===== src/rtl/dcap_defs.svh =====
`ifndef DCAP_DEFS_SVH
`define DCAP_DEFS_SVH
`define DCAP_OFS_RESET 8'h00
`define DCAP_OFS_ERASE 8'h04
`define DCAP_OFS_ESTAT 8'h08
`define DCAP_OFS_PSTAT 8'h0C
`define DCAP_OFS_IDENT 8'hFC
`define DCAP_BIT_FLAG 0
`define DCAP_RESET_VAL 1'h0
`define DCAP_ID_PORT_LSB 0
`define DCAP_ID_CLASS_LSB 13
`define DCAP_ID_MAKER_LSB 17
`define DCAP_ID_BANK_LSB 24
`define DCAP_ID_REV_LSB 28
`define DCAP_CLASS_NONE 4'h0
`define DCAP_CLASS_MEM 4'h8
`endif


===== src/rtl/dcap_pkg.sv =====
package dcap_pkg;
    typedef enum logic [1:0] {
        ERASE_IDLE = 2'b01,
        ERASE_BUSY = 2'b10
    } dcap_erase_t;
endpackage


===== src/rtl/dcap_debug_port.sv =====
`include "dcap_defs.svh"

module dcap_debug_port #(
    parameter logic [7:0] PORT_ID = 8'h5A,   // Arbitrary value
    parameter logic [3:0] PORT_CLASS = `DCAP_CLASS_NONE,
    parameter logic [6:0] MAKER_CODE = 7'h15, // Arbitrary value
    parameter logic [3:0] MAKER_BANK = 4'h3,  // Arbitrary value
    parameter logic [3:0] REVISION = 4'h1     // Arbitrary value
) (
    input wire logic core_clk,          // System clock
    input wire logic reset,             // Synchronous reset, active high
    input wire logic swClk,             // Serial wire clock from debugger
    input wire logic apReq,             // Access request level, link domain
    input wire logic apWrite,           // 1 write, 0 read
    input wire logic [7:0] apAddr,      // Register byte offset
    input wire logic [31:0] apWdata,    // Write data
    output logic apAck,                 // Access done, held until apReq low
    output logic [31:0] apRdata,        // Read data
    input wire logic protectActive,     // Port lockout currently active
    input wire logic eraseDone,         // One-cycle pulse: flash and RAM erased
    output logic softResetHold,         // Device held in reset while high
    output logic eraseStart,            // One-cycle pulse: start chip erase
    output logic protectClear,          // One-cycle pulse: clear lockout config
    output logic eraseBusy              // Erase in progress
);
    // Two-stage synchronisers for everything from the link side
    logic [42:0] syncA_reg;
    logic [42:0] syncB_reg;
    logic clkPrev_reg;
    always_ff @(posedge core_clk) begin
        syncA_reg <= {swClk, apReq, apWrite, apAddr, apWdata};
        syncB_reg <= syncA_reg;
        clkPrev_reg <= syncB_reg[42];
    end

    logic sClk;
    logic sReq;
    logic sWrite;
    logic [7:0] sAddr;
    logic [31:0] sWdata;
    assign {sClk, sReq, sWrite, sAddr, sWdata} = syncB_reg;

    function automatic logic hit(input logic [7:0] a, input logic [7:0] ofs);
        hit = (a[7:2] == ofs[7:2]);
    endfunction

    logic [31:0] identWord;
    assign identWord = ({24'h0, PORT_ID} << `DCAP_ID_PORT_LSB)
                     | ({28'h0, PORT_CLASS} << `DCAP_ID_CLASS_LSB)
                     | ({25'h0, MAKER_CODE} << `DCAP_ID_MAKER_LSB)
                     | ({28'h0, MAKER_BANK} << `DCAP_ID_BANK_LSB)
                     | ({28'h0, REVISION} << `DCAP_ID_REV_LSB);

    logic ack_reg, ack_next;
    logic [31:0] rdata_reg, rdata_next;
    logic hold_reg, hold_next;
    logic start_reg, start_next;
    logic clear_reg, clear_next;
    dcap_pkg::dcap_erase_t state_reg, state_next;
    logic take;

    // Access taken on a link clock rising edge; protection does not gate it
    assign take = sReq && !ack_reg && sClk && !clkPrev_reg;

    always_comb begin
        ack_next = ack_reg;
        rdata_next = rdata_reg;
        hold_next = hold_reg;
        start_next = 1'b0;
        clear_next = 1'b0;
        state_next = state_reg;
        if (!sReq) begin
            ack_next = 1'b0;
        end
        case (state_reg)
            dcap_pkg::ERASE_IDLE: begin
            end
            dcap_pkg::ERASE_BUSY: begin
                if (eraseDone) begin
                    state_next = dcap_pkg::ERASE_IDLE;
                    clear_next = 1'b1;
                end
            end
            default: state_next = dcap_pkg::ERASE_IDLE;
        endcase
        if (take) begin
            ack_next = 1'b1;
            rdata_next = 32'h0;
            if (sWrite) begin
                if (hit(sAddr, `DCAP_OFS_RESET)) begin
                    hold_next = sWdata[`DCAP_BIT_FLAG];
                end else if (hit(sAddr, `DCAP_OFS_ERASE)) begin
                    if (sWdata[`DCAP_BIT_FLAG] && state_reg == dcap_pkg::ERASE_IDLE) begin
                        state_next = dcap_pkg::ERASE_BUSY;
                        start_next = 1'b1;
                    end
                end
            end else begin
                if (hit(sAddr, `DCAP_OFS_RESET)) begin
                    rdata_next[`DCAP_BIT_FLAG] = hold_reg;
                end else if (hit(sAddr, `DCAP_OFS_ESTAT)) begin
                    rdata_next[`DCAP_BIT_FLAG] = (state_reg == dcap_pkg::ERASE_BUSY);
                end else if (hit(sAddr, `DCAP_OFS_PSTAT)) begin
                    rdata_next[`DCAP_BIT_FLAG] = !protectActive;
                end else if (hit(sAddr, `DCAP_OFS_IDENT)) begin
                    rdata_next = identWord;
                end
            end
        end
    end

    always_ff @(posedge core_clk) begin
        if (reset) begin
            ack_reg <= 1'b0;
            rdata_reg <= 32'h0;
            hold_reg <= `DCAP_RESET_VAL;
            start_reg <= 1'b0;
            clear_reg <= 1'b0;
            state_reg <= dcap_pkg::ERASE_IDLE;
        end else begin
            ack_reg <= ack_next;
            rdata_reg <= rdata_next;
            hold_reg <= hold_next;
            start_reg <= start_next;
            clear_reg <= clear_next;
            state_reg <= state_next;
        end
    end

    assign apAck = ack_reg;
    assign apRdata = rdata_reg;
    assign softResetHold = hold_reg;
    assign eraseStart = start_reg;
    assign protectClear = clear_reg;
    assign eraseBusy = (state_reg == dcap_pkg::ERASE_BUSY);

    erase_goes_busy_a: assert property (@(posedge core_clk) disable iff (reset)
        take && sWrite && hit(sAddr, `DCAP_OFS_ERASE) && sWdata[0] && !eraseBusy
        |=> eraseBusy && eraseStart)
        else $error("erase command did not make status busy");
    busy_until_done_a: assert property (@(posedge core_clk) disable iff (reset)
        eraseBusy && !eraseDone |=> eraseBusy)
        else $error("erase status left busy before erase finished");
    clear_on_done_a: assert property (@(posedge core_clk) disable iff (reset)
        eraseBusy && eraseDone |=> protectClear && !eraseBusy)
        else $error("protection not cleared at erase completion");
    reset_hold_write_a: assert property (@(posedge core_clk) disable iff (reset)
        take && sWrite && hit(sAddr, `DCAP_OFS_RESET) |=> softResetHold == $past(sWdata[0]))
        else $error("soft reset hold does not follow write");
    erase_zero_noop_a: assert property (@(posedge core_clk) disable iff (reset)
        take && sWrite && hit(sAddr, `DCAP_OFS_ERASE) && !sWdata[0] && !eraseBusy
        |=> !eraseBusy && !eraseStart)
        else $error("writing zero to erase command had an effect");
    erase_stat_read_a: assert property (@(posedge core_clk) disable iff (reset)
        take && !sWrite && hit(sAddr, `DCAP_OFS_ESTAT) |=> apRdata == {31'h0, $past(eraseBusy)})
        else $error("erase status read wrong");
    lock_stat_read_a: assert property (@(posedge core_clk) disable iff (reset)
        take && !sWrite && hit(sAddr, `DCAP_OFS_PSTAT)
        |=> apRdata == {31'h0, !$past(protectActive)})
        else $error("protection status read wrong");
    ident_read_a: assert property (@(posedge core_clk) disable iff (reset)
        take && !sWrite && hit(sAddr, `DCAP_OFS_IDENT) |=> apRdata == identWord && apAck)
        else $error("identification read wrong");
    locked_access_a: assert property (@(posedge core_clk) disable iff (reset)
        take && protectActive |=> apAck)
        else $error("access refused while protected");

    // Handshake shape seen from the link side
    ack_after_take_a: assert property (@(posedge core_clk) disable iff (reset)
        take |=> apAck)
        else $error("access taken but not acknowledged");

    ack_drop_a: assert property (@(posedge core_clk) disable iff (reset)
        apAck && !sReq |=> !apAck)
        else $error("acknowledge held after request dropped");

    rdata_stable_a: assert property (@(posedge core_clk) disable iff (reset)
        apAck && $past(apAck) |-> $stable(apRdata))
        else $error("read data changed while acknowledged");

    // Erase strobes are single cycle and only come from their causes
    start_pulse_a: assert property (@(posedge core_clk) disable iff (reset)
        eraseStart |=> !eraseStart)
        else $error("erase start longer than one cycle");

    start_only_cmd_a: assert property (@(posedge core_clk) disable iff (reset)
        eraseStart
        |-> $past(take && sWrite && hit(sAddr, `DCAP_OFS_ERASE) && sWdata[0]))
        else $error("erase start without erase command");

    busy_ignores_erase_a: assert property (@(posedge core_clk) disable iff (reset)
        eraseBusy && take && sWrite && hit(sAddr, `DCAP_OFS_ERASE)
        |=> !eraseStart)
        else $error("erase restarted while busy");

    clear_pulse_a: assert property (@(posedge core_clk) disable iff (reset)
        protectClear |=> !protectClear)
        else $error("lockout clear longer than one cycle");

    clear_only_done_a: assert property (@(posedge core_clk) disable iff (reset)
        protectClear |-> $past(eraseBusy && eraseDone))
        else $error("lockout cleared without erase completion");

    // Register readback and side effects
    hold_stable_a: assert property (@(posedge core_clk) disable iff (reset)
        !(take && sWrite && hit(sAddr, `DCAP_OFS_RESET))
        |=> $stable(softResetHold))
        else $error("soft reset hold changed without a write");

    reset_read_a: assert property (@(posedge core_clk) disable iff (reset)
        take && !sWrite && hit(sAddr, `DCAP_OFS_RESET)
        |=> apRdata == {31'h0, $past(softResetHold)})
        else $error("soft reset readback wrong");

    write_rdata_zero_a: assert property (@(posedge core_clk) disable iff (reset)
        take && sWrite |=> apRdata == 32'h0)
        else $error("write returned nonzero read data");

    // Erase command offset is write-only, so it reads as unmapped
    unmapped_read_a: assert property (@(posedge core_clk) disable iff (reset)
        take && !sWrite && !hit(sAddr, `DCAP_OFS_RESET) && !hit(sAddr, `DCAP_OFS_ESTAT)
        && !hit(sAddr, `DCAP_OFS_PSTAT) && !hit(sAddr, `DCAP_OFS_IDENT)
        |=> apRdata == 32'h0)
        else $error("unmapped read returned nonzero data");

    class_field_a: assert property (@(posedge core_clk) disable iff (reset)
        identWord[16:13] == PORT_CLASS)
        else $error("class field misplaced in identification word");
endmodule


===== config.mk =====
export PLATFORM = sky130hd
export DESIGN_NAME = dcap_debug_port
export DESIGN_NICKNAME = d
export VERILOG_FILES = /design/src/rtl/dcap_pkg.sv /design/src/rtl/dcap_debug_port.sv
export VERILOG_INCLUDE_DIRS = /design/src /design/src/rtl
export SDC_FILE = /design/constraint.sdc
export NUM_CORES = 1
export LEC_CHECK = 0
export ABC_CLOCK_PERIOD_IN_PS = 3900
export BUFFER_PORTS_ARGS = -buffer_cell sky130_fd_sc_hd__clkbuf_2
export CAP_MARGIN = 20
export CORE_AREA = 2 2 55 57
export DETAILED_ROUTE_END_ITERATION = 7
export DIE_AREA = 0 0 57 59
export PLACE_DENSITY = 0.87
export SLEW_MARGIN = 10
export SYNTH_ARGS = -nofsm -noshare
export SYNTH_HDL_FRONTEND = slang
export SYNTH_SLANG_ARGS = --single-unit

===== constraint.sdc =====
create_clock -name core_clk -period 3.9 [get_ports core_clk]
set_input_delay 0.585 -clock core_clk [delete_from_list [all_inputs] [get_ports core_clk]]
set_output_delay 0.585 -clock core_clk [all_outputs]
set_load 0.01 [all_outputs]

==> results.py <==
metrics = {
    "timing": {
        "timing.final.max_slew_violations": 0,
        "setup_viol": 0,
        "fmaxAchievable_mhz": 569,
        "layout_min_cycle_time_ns": 1.76,
        "finalHoldViolCount": 0,
        "hold-worst-slack_ns": 0.320,
        "final.setup.tns_ns": 0,
        "final.setup_skew_ns": 0.0113,
        "grt_setup_unrepaired": "false",
        "final_min_period_over_clock_period": 0.450,
        "finalWorstSetupSlack_ns": 2.14,
    },
    "layout": {
        "post_route_cells_drive_above_1_share": 0.304,
        "nets_final": 175,
        "syn2layout_area_growth_pct": 10.9,
        "finish.cell_count_without_fillers": 156,
        "antennaDiodeCount": 0,
        "postLayoutCoreUtil": 0.446,
    },
    "synthesis": {
        "synth_warnings": 0,
        "synth_flop_cell": "dfxtp_1",
        "synthDominantAreaCellType": "dfxtp_1",
        "async_flop_share": 0,
        "number_of_enable_flip_flop_cells_after_synthesis": 0,
        "synth_fa_ha_area_frac": 0.0459,
        "syn_avg_cell_area_um2": 11.1,
        "synth_common_cells": "buf_4, dfxtp_1, inv_1",
        "yosys_register_bits": 29,
        "synth_most_common_cell": "buf_4",
        "synth.lib_cells_used.distinct": 25,
        "xor_xnor_portion_of_the_synthesized_cell_area": 0,
        "synth_top_family_by_area": "buffers and inverters",
        "post-synth-top-area-fraction": 0.532,
        "synth_seq_area_share": 0.532,
        "cell_area_after_synthesis_um2": 1090,
        "synth_simple_gate_area_frac": 0.131,
        "syn_inst": 98,
        "synth_compound_gate_area_share": 0.0447,
        "synth.area.mux_share": 0.0195,
        "synthTopCellsByArea": "dfxtp_1, buf_4, ha_1, nand4bb_4, nor4_4",
    },
    "clock_tree": {
        "insertion_delay_ns": 0.32,
        "ctsHtreeMaxLevel": 2,
        "clk_root_buffer_cell": "clkbuf_4",
        "tritoncts_num_sinks": 29,
        "ctsLongestPathBuffers": 2,
        "cts_post_setup_buffers_inserted": 0,
        "worst_setup_hold_path_clk_slew_ns": 0.09,
        "cts_inserted_buffers": 5,
        "cts_tree": "yes",
        "holdBufCountCts": 0,
        "post_cts_resized": 0,
    },
    "global_routing": {
        "gr-total-overflow": 0,
        "globalRouteTotalUtil": 0.105,
        "first_global_vias": 592,
        "antenna_found_initial": 0,
        "first_pass_grt_wire_length_um": 2500,
        "grt_start_max_net_pins": 12,
    },
    "critical_path": {
        "max_stage_delay_ns": 0.40,
        "worstSetupEndpointType": "output pin",
        "critPathArrivalTime_ns": 1.17,
        "worstPathCellList": "inv_1 > ha_1 > clkbuf_2",
        "start_of_the_worst_register_to_register_path": "apAck",
        "critical-path-slowest-cell": "dfxtp_1",
        "path_delay_family": "flip-flops",
        "cp_max_fo": 4,
        "reg2reg_setup_slack_ns": 2.30,
        "buffers_plus_inverters_on_the_worst_setup_path": 2,
        "cp.required_ns": 3.31,
        "worst_setup_path_startpoint": "state_reg[0]",
        "timing_worst_setup_path_type": "register to output pin",
        "timing.critical_path.from_type": "register",
    },
    "floorplan": {
        "effective_utilization_at_floorplan": 0.403,
        "dieHeight_um": 59,
        "top_level_ports": 84,
        "die-area_um2": 3360,
        "die-width_um": 57,
        "placement_rows": 19,
        "placeableCoreArea_um2": 2710,
    },
    "drt": {
        "post_drt_via_cell_ratio": 4.33,
        "drt.antenna.violating_nets": 0,
        "routedWlPerCell_um": 10.0,
        "initialDrtViolationCount": 8,
        "drt_wl_total_um": 1560,
        "drc": 0,
        "vias": 675,
        "drt_pass1_iterations": 2,
    },
    "place": {
        "place.port_buffers": 29,
        "placed_cells": 148,
        "globalplace.congestion": 0.692,
        "post-dp-hpwl_um": 1200,
        "post-place-ws_ns": 2.31,
    },
    "power_and_ir_drop": {
        "worst_ir_drop_vdd_v": 0.000396,
        "power.static_leakage_nw": 0.591,
        "cellPowerDensity_nw_per_um2": 487,
    },
    "worst_hold_path": {
        "worstHoldPathType": "register to register",
        "min-delay-start": "syncA_reg[42]",
    },
    "run_status": {
        "status": "complete, no violations",
    },
    "run": {
        "max_cap_violation_count": 0,
    },
}
-- report_power, final --
part           switching, mW  leakage [nW]  internal (mW)
clock network         0.0975        0.0455          0.153
registers            0.00704         0.242          0.308
logic                 0.0146         0.304        0.00891
total                  0.119         0.591          0.470
-- kinds of logic after synthesis --
group / Yosys count
simple gates: 19
mux: 2
compound gates: 8
other cells: 1
fa+ha+maj: 4
flops: 29
buf+inv: 35
-- per-layer routing --
| layer | vias up | track usage | routed length [um] |
|---|---|---|---|
| li1 | 320 | - | - |
| met1 | 303 | 0.0959 | 546 |
| met2 | 47 | 0.182 | 794 |
| met3 | 5 | 0.0459 | 183 |
| met4 | 0 | 0.0797 | 38 |
| met5 | - | 0 | 0 |
-- worst reg2reg max path, delay by kind of cell, from the launching register on --
family	cells	cell delay, ns
flops	1	0.34
mux	1	0.31
simple gates	3	0.84
-- through the flow --
stage                     power (mW)  area [um2]
after global placement         0.343        1120
after CTS                      0.595        1210
after detailed placement       0.345        1120
after floorplan                0.351        1170
final                          0.589        1210
after global routing           0.615        1210
-- placed cells by master (no fill, tap or decap) --
master,n
or3_1,1
mux2i_1,1
o21ai_0,1
or4_1,1
o21bai_1,1
nand4b_1,1
nand2_1,2
mux2_1,1
nand3_1,2
a22oi_1,1
nor4_4,1
conb_1,21
dfxtp_1,29
o41ai_1,1
nor2_1,3
nand3b_1,1
clkbuf_8,1
nor3_1,2
clkbuf_2,29
a21oi_1,4
nand2b_1,1
clkbuf_1,1
nor2b_1,2
bufinv_16,1
nor4_1,1
ha_1,4
nand4bb_4,1
clkbuf_4,5
inv_1,5
-- worst paths after layout --
| kind | to | cells after the start |
|---|---|---|
| setup / recovery | eraseBusy | 3 |
| hold reg to reg | syncB_reg[42] | 0 |
| hold / removal | syncB_reg[42] | 0 |
| setup reg to reg | softResetHold | 4 |
-- cell type report --
type,instances,area (um2)
Clock inverter,1,30.0
Clock buffer,7,55.1
Multi-Input combinational cell,54,342
Timing Repair Buffer,29,145
Inverter,5,18.8
Tap cell,31,38.8
Sequential cell,29,581
Fill cell,260,1500
Note: power is estimated with default switching activity, not from simulation.
